===== config.mk =====
export PLATFORM = sky130hd
export DESIGN_NAME = sensor_command_result_regs
export DESIGN_NICKNAME = d
export VERILOG_FILES = /design/src/verilog/sensor_regs_pkg.sv /design/src/verilog/frame_crc.sv /design/src/verilog/sensor_command_result_regs.sv
export SDC_FILE = /design/constraint.sdc
export NUM_CORES = 1
export LEC_CHECK = 0
export BUFFER_PORTS_ARGS = -buffer_cell sky130_fd_sc_hd__buf_2
export CAP_MARGIN = 15
export CELL_PAD_IN_SITES_DETAIL_PLACEMENT = 0
export CELL_PAD_IN_SITES_GLOBAL_PLACEMENT = 1
export CORE_ASPECT_RATIO = 1.1
export CORE_UTILIZATION = 46
export CTS_BUF_LIST = sky130_fd_sc_hd__clkbuf_4
export CTS_CLUSTER_SIZE = 14
export DETAILED_ROUTE_END_ITERATION = 7
export PLACE_DENSITY_LB_ADDON = 0.1
export SLEW_MARGIN = 30
export SYNTH_ARGS = -nofsm -noshare
export SYNTH_HDL_FRONTEND = slang
export SYNTH_SLANG_ARGS = --single-unit

===== constraint.sdc =====
create_clock -name i_clk -period 3.5 [get_ports i_clk]
set_clock_uncertainty 0.2 [all_clocks]
set_input_delay 0.525 -clock i_clk [delete_from_list [all_inputs] [get_ports i_clk]]
set_output_delay 0.525 -clock i_clk [all_outputs]
set_load 0.01 [all_outputs]

===== src/verilog/sensor_regs_pkg.sv =====
// shared constants for the sensor command and result register bank
`default_nettype none
package sensor_regs_pkg;
    // i2c addressing
    localparam logic [6:0] SLAVE_BASE     = 7'h36;     // upper six bits of 0x6c/0x6d
    // register byte addresses
    localparam logic [7:0] ADDR_CMD       = 8'h22;
    localparam logic [7:0] ADDR_TEMP      = 8'h2E;
    localparam logic [7:0] ADDR_PRES      = 8'h30;
    localparam logic [7:0] ADDR_SYNC      = 8'h32;
    localparam logic [7:0] ADDR_STATUS    = 8'h36;
    // command codes
    localparam logic [15:0] CMD_SLEEP     = 16'h6C32;
    localparam logic [15:0] CMD_RESET     = 16'hB169;
    localparam logic [15:0] CMD_RESET_VAL = 16'h0000;
    // status bit positions
    localparam int BIT_IDLE     = 0;
    localparam int BIT_S_UP     = 3;
    localparam int BIT_T_UP     = 4;
    localparam int BIT_CRC_ERR  = 11;
    localparam int BIT_S_MISSED = 14;
    localparam int BIT_T_MISSED = 15;
    localparam logic [15:0] EVENT_MASK    = 16'hCB9E;   // event type bits
    localparam logic [15:0] STATUS_RESET  = 16'h0000;
    // frame check seeds and polynomials
    localparam logic [3:0] CRC4_POLY      = 4'h3;
    localparam logic [3:0] CRC4_INIT      = 4'hF;
    localparam logic [7:0] CRC8_POLY      = 8'hD5;
    localparam logic [7:0] CRC8_INIT      = 8'hFF;
    localparam logic [3:0] MAX_CRC_LEN    = 4'h3;       // four data bytes minus one
    // reset sequence length in system clocks
    localparam int RELOAD_CYCLES          = 16;
endpackage
`default_nettype wire


===== src/verilog/frame_crc.sv =====
// bitwise crc of one byte, msb first, width as a parameter and polynomial as an input
`default_nettype none
module frame_crc #(
    parameter int W = 8
) (
    // running value and byte
    input  wire logic [W-1:0] i_crc,
    input  wire logic [W-1:0] i_poly,
    input  wire logic [7:0]   i_byte,
    // next value
    output logic [W-1:0]      o_crc
);
    // one shift per data bit, transmission order
    always_comb
    begin
        o_crc = i_crc;
        for (int b = 7; b >= 0; b--)
        begin
            if (o_crc[W-1] ^ i_byte[b])
                o_crc = {o_crc[W-2:0], 1'b0} ^ i_poly;
            else
                o_crc = {o_crc[W-2:0], 1'b0};
        end
    end
endmodule
`default_nettype wire


===== src/verilog/sensor_command_result_regs.sv =====
// i2c write side, command decode, result and status registers of the sensor
// How it works
// - sleep code in command enters sleep
// - reset code reruns reload and memory check
// - only status and command are writable
// - temperature result load sets its flag
// - pressure result load sets its flag
// - results invalid until both a temperature and a pressure result loaded
// - failed memory check blocks result updates
// - protected write adds length/crc4 and crc8
// - status word write clears selected flags
// - two command bytes form one word
// - length nibble is data bytes minus one
// - crc4 poly 0x03 seed 0x0f
// - crc8 poly 0xd5 seed 0xff, error flag
// - flags stay until one written or a reset command
`default_nettype none
module sensor_command_result_regs (
    // clock and reset
    input  wire logic        i_clk,
    input  wire logic        i_rstn,
    // i2c pins, open drain data
    input  wire logic        i_scl,
    input  wire logic        i_sda,
    output logic             o_sda_oe,
    // measurement path
    input  wire logic        i_temp_load,
    input  wire logic [15:0] i_temp_value,
    input  wire logic        i_pres_load,
    input  wire logic [15:0] i_pres_value,
    input  wire logic        i_crc_ok,
    input  wire logic        i_reload_done,
    input  wire logic        i_idle,
    // device state
    output logic             o_sleep,
    output logic             o_reload,
    output logic             o_results_valid,
    output logic [15:0]      o_temp,
    output logic [15:0]      o_pres,
    output logic [15:0]      o_status
);
    typedef enum {S_IDLE, S_DEV, S_MADDR, S_LEN, S_DATA, S_IGNORE} frame_e;

    // pin synchronisers
    logic [1:0] scl_sync;
    logic [1:0] sda_sync;
    logic       scl_q;
    logic       sda_q;
    always_ff @(posedge i_clk or negedge i_rstn)
    begin
        if (!i_rstn)
        begin
            scl_sync <= 2'b11;
            sda_sync <= 2'b11;
            scl_q    <= 1'b1;
            sda_q    <= 1'b1;
        end
        else
        begin
            scl_sync <= {scl_sync[0], i_scl};
            sda_sync <= {sda_sync[0], i_sda};
            scl_q    <= scl_sync[1];
            sda_q    <= sda_sync[1];
        end
    end

    // bus events from the synchronised pins
    wire scl_rise = scl_sync[1] & ~scl_q;
    wire scl_fall = ~scl_sync[1] & scl_q;
    wire start_ev = scl_sync[1] & scl_q & sda_q & ~sda_sync[1];
    wire stop_ev  = scl_sync[1] & scl_q & ~sda_q & sda_sync[1];

    // byte shifter and frame state
    frame_e     state;
    logic [7:0] shreg;
    logic [3:0] bitcnt;
    logic       ack_phase;
    logic       crc_mode;
    logic [7:0] maddr;
    logic [3:0] len;
    logic [2:0] dcnt;
    logic [7:0] lo_byte;
    logic [15:0] word;
    logic [3:0] crc4;
    logic [7:0] crc8;
    logic       word_pend;
    logic [7:0] word_addr;

    wire [7:0] rx_byte   = {shreg[6:0], sda_q};
    wire       byte_done = scl_rise & ~ack_phase & (bitcnt == 4'd7);
    wire [3:0] crc4_next;
    wire [7:0] crc8_next;

    // crc4 runs over the memory address byte and the length nibble
    frame_crc #(.W(4)) u_crc4 (
        .i_crc  (crc4),
        .i_poly (sensor_regs_pkg::CRC4_POLY),
        .i_byte (rx_byte),
        .o_crc  (crc4_next)
    );
    // crc8 covers the data bytes
    frame_crc #(.W(8)) u_crc8 (
        .i_crc  (crc8),
        .i_poly (sensor_regs_pkg::CRC8_POLY),
        .i_byte (rx_byte),
        .o_crc  (crc8_next)
    );

    // crc4 over maddr and the length nibble; the device byte stays out of it
    logic [3:0] crc4_hi;
    always_comb
    begin
        crc4_hi = crc4;
        for (int b = 7; b >= 4; b--)
        begin
            if (crc4_hi[3] ^ rx_byte[b])
                crc4_hi = {crc4_hi[2:0], 1'b0} ^ sensor_regs_pkg::CRC4_POLY;
            else
                crc4_hi = {crc4_hi[2:0], 1'b0};
        end
    end

    wire dev_match = (rx_byte[7:2] == sensor_regs_pkg::SLAVE_BASE[5:0]) & ~rx_byte[0];
    wire len_ok    = (rx_byte[7:4] <= sensor_regs_pkg::MAX_CRC_LEN) & rx_byte[4]
                   & (crc4_hi == rx_byte[3:0]);
    wire crc_byte  = crc_mode & (state == S_DATA) & ({1'b0, dcnt} == len + 4'd1);
    wire odd_data  = (state == S_DATA) & ~crc_byte & dcnt[0];
    wire crc4_bad  = (state == S_LEN) & (crc4_hi != rx_byte[3:0]);
    wire ev_crc    = byte_done & ((crc_byte & (rx_byte != crc8)) | crc4_bad);

    // frame decoder: acks only bytes that belong to a write frame
    always_ff @(posedge i_clk or negedge i_rstn)
    begin
        if (!i_rstn)
        begin
            state     <= S_IDLE;
            shreg     <= 8'h00;
            bitcnt    <= 4'h0;
            ack_phase <= 1'b0;
            crc_mode  <= 1'b0;
            maddr     <= 8'h00;
            len       <= 4'h0;
            dcnt      <= 3'h0;
            lo_byte   <= 8'h00;
            crc4      <= sensor_regs_pkg::CRC4_INIT;
            crc8      <= sensor_regs_pkg::CRC8_INIT;
            o_sda_oe  <= 1'b0;
            word_pend <= 1'b0;
            word      <= 16'h0000;
            word_addr <= 8'h00;
        end
        else if (start_ev | stop_ev)
        begin
            state     <= start_ev ? S_DEV : S_IDLE;
            bitcnt    <= 4'h0;
            ack_phase <= 1'b0;
            o_sda_oe  <= 1'b0;
            crc4      <= sensor_regs_pkg::CRC4_INIT;
            crc8      <= sensor_regs_pkg::CRC8_INIT;
            dcnt      <= 3'h0;
            word_pend <= 1'b0;
        end
        else
        begin
            word_pend <= 1'b0;
            if (scl_rise & ~ack_phase)
            begin
                shreg  <= rx_byte;
                bitcnt <= bitcnt + 4'd1;
            end
            if (byte_done)
            begin
                bitcnt    <= 4'h0;
                ack_phase <= 1'b1;
                case (state)
                    S_DEV:
                    begin
                        crc_mode <= rx_byte[1];
                        // device byte leaves crc4 at its seed
                        state    <= dev_match ? S_MADDR : S_IGNORE;
                    end
                    S_MADDR:
                    begin
                        maddr <= {rx_byte[7:1], 1'b0};
                        crc4  <= crc4_next;
                        state <= crc_mode ? S_LEN : S_DATA;
                    end
                    S_LEN:
                    begin
                        len   <= rx_byte[7:4];
                        state <= len_ok ? S_DATA : S_IGNORE;
                    end
                    S_DATA:
                    begin
                        if (crc_byte)
                        begin
                            word_pend <= (rx_byte == crc8);
                            state     <= S_IGNORE;
                        end
                        else
                        begin
                            crc8 <= crc8_next;
                            dcnt <= dcnt + 3'd1;
                            if (dcnt[0])
                            begin
                                word <= {rx_byte, lo_byte};
                                word_addr <= maddr;
                                maddr <= maddr + 8'd2;
                                word_pend <= ~crc_mode;
                            end
                            else
                                lo_byte <= rx_byte;                  // low byte first
                        end
                    end
                    default: state <= S_IGNORE;
                endcase
            end
            // pull sda low for the ack slot on the falling edge
            if (scl_fall & ack_phase & (bitcnt == 4'h0))
            begin
                o_sda_oe <= ~o_sda_oe & (state != S_IGNORE);
                if (o_sda_oe)
                    ack_phase <= 1'b0;
                else if (state == S_IGNORE)
                    ack_phase <= 1'b0;
            end
        end
    end

    // a protected frame carries its word until the crc8 is seen; the
    // single word kept here is why protected frames commit only their last word
    wire wr_cmd    = word_pend & (word_addr == sensor_regs_pkg::ADDR_CMD);
    wire wr_status = word_pend & (word_addr == sensor_regs_pkg::ADDR_STATUS);
    wire do_sleep  = wr_cmd & (word == sensor_regs_pkg::CMD_SLEEP);
    wire do_reset  = wr_cmd & (word == sensor_regs_pkg::CMD_RESET);
    wire res_ok    = i_crc_ok & ~o_reload;
    wire t_load    = i_temp_load & res_ok;
    wire p_load    = i_pres_load & res_ok;
    wire [15:0] clr = wr_status ? (word & sensor_regs_pkg::EVENT_MASK) : 16'h0000;

    // status: set wins over a clear in the same cycle
    logic [15:0] set_bits;
    always_comb
    begin
        set_bits = 16'h0000;
        set_bits[sensor_regs_pkg::BIT_T_UP]     = t_load;
        set_bits[sensor_regs_pkg::BIT_S_UP]     = p_load;
        set_bits[sensor_regs_pkg::BIT_T_MISSED] = t_load & o_status[sensor_regs_pkg::BIT_T_UP];
        set_bits[sensor_regs_pkg::BIT_S_MISSED] = p_load & o_status[sensor_regs_pkg::BIT_S_UP];
        set_bits[sensor_regs_pkg::BIT_CRC_ERR]  = ev_crc;
    end
    wire [15:0] next_status = ((o_status & ~clr) | set_bits) & sensor_regs_pkg::EVENT_MASK;

    // device state, results and status
    logic [4:0] reload_cnt;
    always_ff @(posedge i_clk or negedge i_rstn)
    begin
        if (!i_rstn)
        begin
            o_sleep         <= 1'b0;
            o_reload        <= 1'b1;
            reload_cnt      <= 5'd0;
            o_results_valid <= 1'b0;
            o_temp          <= 16'h0000;
            o_pres          <= 16'h0000;
            o_status        <= sensor_regs_pkg::STATUS_RESET;
        end
        else
        begin
            o_status <= next_status | {15'h0000, i_idle};
            if (do_sleep)
                o_sleep <= 1'b1;
            if (do_reset)
            begin
                o_sleep         <= 1'b0;
                o_reload        <= 1'b1;
                reload_cnt      <= 5'd0;
                o_results_valid <= 1'b0;
                o_status        <= sensor_regs_pkg::STATUS_RESET;
            end
            else if (o_reload)
            begin
                if (reload_cnt != 5'(sensor_regs_pkg::RELOAD_CYCLES))
                    reload_cnt <= reload_cnt + 5'd1;
                else if (i_reload_done)
                    o_reload <= 1'b0;
            end
            // other command values fall through untouched
            if (t_load)
                o_temp <= i_temp_value;
            if (p_load)
                o_pres <= i_pres_value;
            if ((t_load | o_status[sensor_regs_pkg::BIT_T_UP])
                & (p_load | o_status[sensor_regs_pkg::BIT_S_UP]) & ~do_reset)
                o_results_valid <= 1'b1;
        end
    end

    // checks
    flag_set_a: assert property (@(posedge i_clk) disable iff (!i_rstn)
        t_load && !do_reset |=> o_status[sensor_regs_pkg::BIT_T_UP])
        else $error("temp flag not set");
    pres_flag_a: assert property (@(posedge i_clk) disable iff (!i_rstn)
        p_load && !do_reset
        |=> o_status[sensor_regs_pkg::BIT_S_UP] && o_pres == $past(i_pres_value))
        else $error("pres flag or value wrong");
    sleep_cmd_a: assert property (@(posedge i_clk) disable iff (!i_rstn)
        do_sleep && !do_reset |=> o_sleep) else $error("sleep not entered");
    reset_cmd_a: assert property (@(posedge i_clk) disable iff (!i_rstn)
        do_reset |=> (o_reload && !o_results_valid) [*2]) else $error("reset not run");
    crc_block_a: assert property (@(posedge i_clk) disable iff (!i_rstn)
        !i_crc_ok |=> $stable(o_temp) && $stable(o_pres)) else $error("result changed");
    other_cmd_a: assert property (@(posedge i_clk) disable iff (!i_rstn)
        wr_cmd && !do_sleep && !do_reset && !o_reload |=> $stable(o_sleep) && !o_reload)
        else $error("stray command acted");
    flag_hold_a: assert property (@(posedge i_clk) disable iff (!i_rstn)
        o_status[sensor_regs_pkg::BIT_CRC_ERR] && !wr_status && !do_reset
        |=> o_status[sensor_regs_pkg::BIT_CRC_ERR]) else $error("flag dropped");
    status_clr_a: assert property (@(posedge i_clk) disable iff (!i_rstn)
        wr_status && word[sensor_regs_pkg::BIT_CRC_ERR] && !ev_crc && !do_reset
        |=> !o_status[sensor_regs_pkg::BIT_CRC_ERR]) else $error("flag not cleared");
    ro_protect_a: assert property (@(posedge i_clk) disable iff (!i_rstn)
        word_pend && !i_temp_load && word_addr == sensor_regs_pkg::ADDR_TEMP
        |=> $stable(o_temp)) else $error("result written");
endmodule
`default_nettype wire


Yosys cells after proc, flatten, opt, wreduce, memory -nomap -nowiden
Index checks and enable logic that the tools add are counted.
Widths: inputs -> output; s select.
- register bits: 168
- order comparisons: 1
- bitwise operators: 83
- equality and inequality tests: 24
- reduce and logical (&&, ||, !) cells: 21
- multiplexer cells: 66
- add/subtract/negate cells: 5
- operators by type and width (operator ; count):
    $pmux 32 s4 ; 1
    $mux 8 ; 14
    $mux 32 ; 3
    $eq 32x2->1 const B ; 2
    $eq 32x3->1 const B ; 2
    $eq 32x4->1 const B ; 2
    $not 5->5 ; 8
    $eq 32x1->1 const B ; 1
    $mux 16 ; 2
    $ne 32x4->1 const B ; 1
    $and 1x1->1 ; 31
    $mux 4 ; 6
    $mux 1 ; 22
    $mux 3 ; 6
    $reduce_bool 2->1 ; 9
    $and 16x16->16 ; 1
    $eq 16x15->1 const B ; 1
    $eq 16x16->1 const B ; 1
    $eq 8x6->1 const B ; 2
    $mux 2 ; 8
    $not 16->16 ; 1
    $not 2->2 ; 8
    $or 16x1->16 ; 1
    $or 16x16->16 ; 1
    other kinds (26) ; 66

Longest topological paths before layout
Gate-level depths: netlist of run 1.
- word-level depth: 20
- gate-level depth with buffers: 8

By module
Synthesis of run 1 repeated with hierarchy kept, for this count alone.
- cells, all modules: 925
- area, all modules: 8627.0 um^2
- by module, submodules not included (module ; times used ; cells an instance ; area an instance (um^2)):
    sensor_command_result_regs ; 1 ; 583 ; 6075.8
    frame_crc at u_crc8 ; 1 ; 197 ; 1462.7
    frame_crc at u_crc4 ; 1 ; 145 ; 1088.5

Worst setup path after synthesis of run 1
OpenSTA, ideal clock, no wires.
- path type: flip-flop to flip-flop
- start: register scl_sync[1]
- end: register maddr[2]
- cell stages (with the launch flop): 9
- clock period less this slack: 2.526 ns
- path slack: 0.974 ns
- arrival: 2.244 ns
- path through: dfstp_2 or3b_1 buf_6 nor3_4 nor4b_4 or2b_2 buf_8 nor2_1 a31oi_1
- word-level cells in the longest chain between the ends: 6
- elaborated cells on any way between the ends: 11
- ends and longest elaborated chain (item ; RTL line ; text):
    from (decl) ; sensor_command_result_regs.sv:45 ; logic [1:0] scl_sync;
    from (signal assigned) ; sensor_command_result_regs.sv:60 ; scl_sync <= {scl_sync[0], i_scl};
    $and 1x1->1 ; sensor_command_result_regs.sv:70, sensor_command_result_regs.sv:71 ;
    $and 1x1->1, on equally long branches (2 in a row) ; sensor_command_result_regs.sv:70, sensor_command_result_regs.sv:71 ;
    $or 1x1->1 ; sensor_command_result_regs.sv:152 ; else if (start_ev | stop_ev)
    $not 1->1 (no source line) ; - ;
    $reduce_and 5->1 (no source line) (*) ; - ;
    to (signal assigned) ; sensor_command_result_regs.sv:184 ; maddr <= {rx_byte[7:1], 1'b0};
    to (signal assigned) ; sensor_command_result_regs.sv:208 ; maddr <= maddr + 8'd2;
    to (decl) ; sensor_command_result_regs.sv:79 ; logic [7:0] maddr;
Mark *: on every way between the ends. The rest lies on a longest branch, timed or not.
A chain may end at the register's enable or synchronous reset.

Worst setup path after layout of run 1
- start: register scl_sync[1]
- end: register lo_byte[5]
- word-level cells in the longest chain between the ends: 6
- elaborated cells on any way between the ends: 11
- ends and longest elaborated chain (item ; RTL line ; text):
    $and 1x1->1 ; sensor_command_result_regs.sv:70, sensor_command_result_regs.sv:71 ;
    $and 1x1->1, on equally long branches (2 in a row) ; sensor_command_result_regs.sv:70, sensor_command_result_regs.sv:71 ;
    $or 1x1->1 ; sensor_command_result_regs.sv:152 ;
    $not 1->1 (no source line) ; - ;
    $reduce_and 5->1 (no source line) (*) ; - ;
    to (signal assigned) ; sensor_command_result_regs.sv:212 ; lo_byte <= rx_byte;
    to (decl) ; sensor_command_result_regs.sv:82 ; logic [7:0] lo_byte;
Marked as above.

==> results of run 1 <==
-- cell usage in the layout, fill, tap and decap left out, drive strengths merged, types with 4 or more instances in the layout --
cell type    Yosys  routed
nand2          163     163
dfrtp          113     113
buf             16     101
dlygate4sd3      0      37
nor2            34      34
mux2            34      34
xnor2           28      28
a21oi           22      22
clkbuf          19      20
xor2            19      19
dfstp           19      19
nor3            13      13
o21ai           12      12
inv             10      10
nand3            8       8
ha               8       8
clkinv           0       6
nor2b            5       5
o31ai            5       5
mux2i            5       5
conb             1       5
nand4            4       4
nand2b           4       4
nor3b            4       4
-- worst max-delay path, stage by stage, from the launching register on --
cell and delay (ns):
dfstp_2 0.58, or3b_1 0.55, or4b_1 0.64, o21ba_2 0.28, nand2b_1 0.26, mux2_2 0.37
-- routing by layer --
layer	vias up	part of all wire [%]	GRT usage (%)
met5	-	0	0
met4	0	2.0	9.05
met3	20	3.5	4.33
met2	104	50	36.5
met1	2270	44	24.8
li1	2284	-	-
-- sequential cells by signal (all words and copies together), names as in the netlist, 2 cells and up --
register,cells
crc4,4
state,3
sda_sync,2
o_status,11
scl_sync,2
len,4
reload_cnt,5
word,16
o_temp,16
dcnt,3
word_addr,7
maddr,7
bitcnt,4
lo_byte,8
crc8,8
o_pres,16
shreg,7
-- cell type report --
class	count	area share [%]
clock buffers	20	2.01
repair buffers	138	12.2
clock inverters	12	1.84
flip-flops and latches	132	44.5
inverters	10	0.502
well taps	161	2.70
multi-input cells	433	36.2
-- kinds of logic after synthesis --
| logic type | after synthesis |
|---|---|
| AO/OA/AOI/OAI | 65 |
| other | 1 |
| XOR/XNOR | 50 |
| flip-flops | 132 |
| adder cells (fa/ha/maj) | 8 |
| multiplexers | 39 |
| buffers and inverters | 45 |
| AND/OR/NAND/NOR | 266 |
-- power by group through the flow --
stage               clock network [mW]  registers, mW  logic, mW
floorplan                            0           1.76      0.738
global placement                     0           1.82      0.930
detailed placement                   0           1.83      0.938
CTS                               1.08           1.80      0.977
global route                      1.14           1.81       1.09
finish                            1.04           1.80      0.971
-- per-stage QoR --
stage          utilization [%]  cells  hold WS, ns  setup slack [ns]
6_report                  56.5    906        0.162             0.512
5_1_grt                   56.5    906        0.167             0.424
4_1_cts                   56.5    906        0.166             0.505
3_5_place_dp              51.6    837        0.147             0.515
3_3_place_gp              51.6    837        0.147             0.597
2_1_floorplan                -    610       0.0294             0.974
-- timing repair --
item	in CTS	in global routing
hold endpoints to repair	77	0
hold buffers	37	0
endpoints found under the setup margin	0	0
-- path summary, 6_finish.rpt --
| check | start | endpoint | slack (ns) | cells after the start |
|---|---|---|---|---|
| max | scl_sync[1] | lo_byte[5] | 0.51 | 5 |
| min | sda_sync[0] | sda_sync[1] | 0.16 | 0 |
| max reg2reg | scl_sync[1] | lo_byte[5] | 0.51 | 5 |
| min reg2reg | sda_sync[0] | sda_sync[1] | 0.16 | 0 |
| max in group asynchronous | i_rstn | crc4[1] | 1.87 | 3 |
| min in group asynchronous | i_rstn | word[3] | 0.32 | 2 |
==> out/qor.txt, run 1 <==
outcome - completed
HP Class - register to register
Tot Pwr - 3.80 mW
synth warn - 0
initial antenna violation count - 0
CP startpoint kind - register
wire per inst - 15.3 microns
Worst-Margin Slew - 0.645 ns
postcts setup bufs - 0
P_sw - 1.20 mW
Worst-path clk slew - 0.10 ns
Final Hold Viols - 0
nets@finish - 781
CTS tree - built
period utilization - 85.4%
layout cells sized above 1 - 26.4%
Routed WL - 13800 microns
Netlist cell types - 67
Ports - 93
mux cell area share after synthesis - 6.96%
area leader, netlist - dfrtp_1
Bufs on Longest Clock Path - 2
Synth Area in XOR/XNOR - 7.71%
area of the core - 0.0132 sq mm
H-tree depth - 4
Syn Area/Cell - 10.3 sq um
post-placement cell area - 0.00681 sq mm
Detailed Place HPWL - 9650 microns
Final TNS setup - 0 ns
GRT Util Overall - 20.7%
FF+latch count, synth - 132
register area share after synthesis - 53.5%
DR DRC count - 0
clock power share - 27.3%
Syn Inst Count - 606
Worst EP required - 3.74 ns
CP Class - register to register
main area contributors after synthesis - dfrtp_1 45%, nand2_1 9.8%, dfstp_2 8.0%
design area - 0.00747 sq mm
Sequential Power Share - 47.2%
area of the multi-input gates - 0.00270 sq mm
Synth Cell Area - 0.00622 sq mm
root buf cell - clkbuf_4
ys async rst share - 100%
Reg area - 0.00333 sq mm
die area - 0.0140 sq mm
synth cell count leaders - 163 x nand2_1, 113 x dfrtp_1, 34 x mux2_2, 34 x nor2_1, 28 x xnor2_1
later-pin clock latency in the skew report - 0.55 ns
Sink Count - 132
vias in the first global route - 4493
I/O Buffers - 87
Final Max Slew Viols - 0
most frequent cell after synthesis - nand2_1
FP Rows - 44
Die W - 113 microns
first-pass GRT wire length - 22100 microns
Iter 0 DRT Violations - 156
Overflow after GRT - 0
internal power - 2.60 mW
P&R area growth vs syn - 20.1%
Initial DRT Pass Iterations - 4
PostCTS Resize Cnt - 0
filler cell count - 1209
Comb power frac - 25.5%
Max Cap Viol - 0
antenna-violating nets left - 0
critical path peak fanout - 11
Via-to-Cell Ratio - 5.16
worst vdd ir - 0.434 mV
die height - 124 microns
Main synth FF type - dfrtp_1
Synth top area share - 45.5%
switch share - 31.6%
adder-cell share of the synthesized area - 1.61%
antenna fix cells - 0
Leak - 3.67 nW
Simple-Gate Fraction of Synth Area - 20.0%
DR vias - 4678
Slew Limit Headroom - 56.6%
PD cells - 509 mW/mm^2
Final setup viols - 0
largest net degree at the start of global routing - 47
cts bufs inserted - 17
Starting Density - 47.1%
Max Clk Rate - 335 MHz
Critical Path AT - 3.23 ns
Post-synth EDFFs - 0
fin crit period - 2.99 ns
RSZ-0062 raised after global routing - no
Synth Area in Compound Gates - 6.70%
largest family of logic cells by synthesized area - simple AND/OR/NAND/NOR gates
Placer Congestion - 0.798
crit end category - register
No activity file was read; power rests on OpenSTA's default activity.
==> inputs of run 2 (changes only) <==
Settings changed: CORE_UTILIZATION 46 to 50.
Clock period 3.5 ns to 3.7 ns, I/O delays scaled along.
==> run 2 against run 1 <==
  * Non-clock buffer count down 5
  * Final cell count fell by 1.4%
  * Largest power group unchanged
  * Cell area down 0.95%
  * Via count shrank 0.81%
  * Clock power shrank 12%
  * Clock-buffer cell count up 4
  * Global-route usage up 1.9 points
==> out/qor.txt, run 2 (same netlist as run 1, synthesis figures left out) <==
Reg2Reg Capture Point - maddr[1]
fin crit period - 2.99 ns (+0.00618 ns)
antenna-violating nets left - 0 (unchanged)
Leak - 3.64 nW (-0.79%)
I/O Buffers - 87 (unchanged)
Starting Density - 51.4% (+4.4 points)
Initial DRT Pass Iterations - 6 (+2)
Max Cap Viol - 0 (unchanged)
Sink Count - 132 (unchanged)
cts bufs inserted - 17 (unchanged)
period utilization - 80.9% (-4.4 points)
post-placement cell area - 0.00679 sq mm (-0.40%)
Hold Startpoint - i_idle
cell count of the worst reg-to-reg path - 6 (+1)
switch share - 31.5% (about the same)
Via-to-Cell Ratio - 5.20 (+0.63%)
Top Registers - o_pres x16, o_temp x16, word x16
commonest non-fill, non-tap cells in the layout - 163 x nand2_1, 113 x dfrtp_1, 86 x buf_2
Worst-path clk slew - 0.11 ns (about the same)
CP Launch Point - scl_sync[1]
Final TNS setup - 0 ns (unchanged)
HP Class - input pin to register
Die W - 108 microns (-4.0%)
critical path peak fanout - 13 (+2)
nets@finish - 776 (-0.64%)
Inst Count DP - 827 (-1.2%)
Final setup viols - 0 (unchanged)
P&R area growth vs syn - 19.0%
DR vias - 4640 (-0.81%)
worst vdd ir - 0.285 mV (-34%)
GRT Util Overall - 22.7% (+1.9 points)
Comb power frac - 26.5% (+1.0 points)
design area - 0.00740 sq mm (-0.95%)
area of the core - 0.0121 sq mm (-8.5%)
wire per inst - 14.9 microns (-2.2%)
clock power share - 25.9% (-1.4 points)
root buf cell - clkbuf_4
antenna fix cells - 0 (unchanged)
DR DRC count - 0 (unchanged)
Slew Limit Headroom - 50.2% (-6.5 points)
outcome - completed
H-tree depth - 4 (unchanged)
Final Hold Viols - 0 (unchanged)
later-pin clock latency in the skew report - 0.52 ns (-0.03 ns)
CP startpoint kind - register
Final Max Slew Viols - 0 (unchanged)
Worst EP required - 3.91 ns (+0.17 ns)
first-pass GRT wire length - 22400 microns (+1.2%)
Max Clk Rate - 334 MHz (-0.21%)
Detailed Place HPWL - 8940 microns (-7.3%)
vias in the first global route - 4486 (-0.16%)
Worst-Margin Slew - 0.748 ns (+0.102 ns)
P_sw - 1.12 mW (-6.6%)
Critical Path AT - 3.21 ns (-0.02 ns)
Bufs on Longest Clock Path - 2 (unchanged)
crit end category - register
Sequential Power Share - 47.6% (+0.4 points)
RSZ-0062 raised after global routing - no
commonest non-fill, non-tap cell in the layout - nand2_1
internal power - 2.43 mW (-6.6%)
CP Class - register to register
die height - 119 microns (-4.0%)
Final Non-Filler Cells - 893 (-1.4%)
reg2reg setup slack - 0.71 ns (+0.19 ns)
die area - 0.0129 sq mm (-7.9%)
Overflow after GRT - 0 (unchanged)
WHS Path Cells - 2 (+2)
reg2reg start - scl_sync[1]
Iter 0 DRT Violations - 291 (+87%)
initial antenna violation count - 0 (unchanged)
FP Rows - 42 (-4.5%)
largest net degree at the start of global routing - 57 (+21%)
Placer Congestion - 0.804 (+0.74%)
layout cells sized above 1 - 26.5% (+0.079 points)
Routed WL - 13300 microns (-3.6%)
postcts setup bufs - 0 (unchanged)
PD cells - 480 mW/mm^2 (-5.7%)
Ports - 93 (unchanged)
hold endpoint - o_status[0]
CTS tree - built
## run 2: changes by cell type in the layout (fill, tap and decap cells not counted)
cell | previous run | this run
buf_12 | 0 | 1
buf_4 | 15 | 11
bufinv_16 | 3 | 2
clkbuf_4 | 20 | 24
clkinv_1 | 4 | 1
clkinv_2 | 2 | 4
clkinvlp_4 | 3 | 0
dlygate4sd3_1 | 37 | 35
nor4_2 | 0 | 1
nor4_4 | 1 | 0
## run 2: final cells by class
cell class / count / area, sq um
Multi-Input combinational cell: 433 / 2700
Timing Repair Buffer: 133 / 883
Clock inverter: 7 / 83.8
Inverter: 10 / 37.5
Tap cell: 154 / 193
Sequential cell: 132 / 3330
Fill cell: 998 / 4690
Clock buffer: 24 / 180
## run 2: critical path, cell delays in order, from the launching register on
cell     delay [ns]
dfstp_2        0.57
or3b_1         0.54
nor3_4         0.44
nor4b_4        0.53
or2b_2         0.34
mux2i_1        0.21
nand2_1        0.06
## run 2: worst max path at each step
stage | endpoint | slack (ns)
after floorplan | maddr[2] | 1.17
after global placement | maddr[1] | 0.76
after detailed placement | maddr[1] | 0.71
after CTS | maddr[1] | 0.70
after global routing | maddr[1] | 0.44
final | maddr[1] | 0.71
## run 2: what timing repair did
item	CTS	global route
endpoints found under the hold margin	80	0
gates resized for setup	0	0
hold buffers	35	0
## run 2: stage by stage
| stage | setup slack (ns) | hold slack, ns | utilization, % | total power, mW |
|---|---|---|---|---|
| after floorplan | 1.17 | 0.0594 | - | 2.36 |
| after global routing | 0.439 | 0.0115 | 61.2 | 3.79 |
| after detailed placement | 0.710 | 0.147 | 56.1 | 2.62 |
| after CTS | 0.699 | 0.0112 | 61.2 | 3.59 |
| final | 0.706 | 0.0618 | 61.2 | 3.55 |
| after global placement | 0.757 | 0.146 | 56.1 | 2.62 |
## run 2: per-layer routing
metal	routed length (microns)	track usage (%)
met1	6120	29.9
met5	0	0
met3	652	4.98
met4	224	8.28
met2	6340	36.7
## run 2: power by group through the flow
stage               Combinational (mW)  Clock, mW  Sequential (mW)
floorplan                        0.698          0             1.66
global placement                 0.905          0             1.71
detailed placement               0.904          0             1.72
CTS                              0.941      0.960             1.69
global route                      1.06       1.02             1.71
finish                           0.940      0.920             1.69
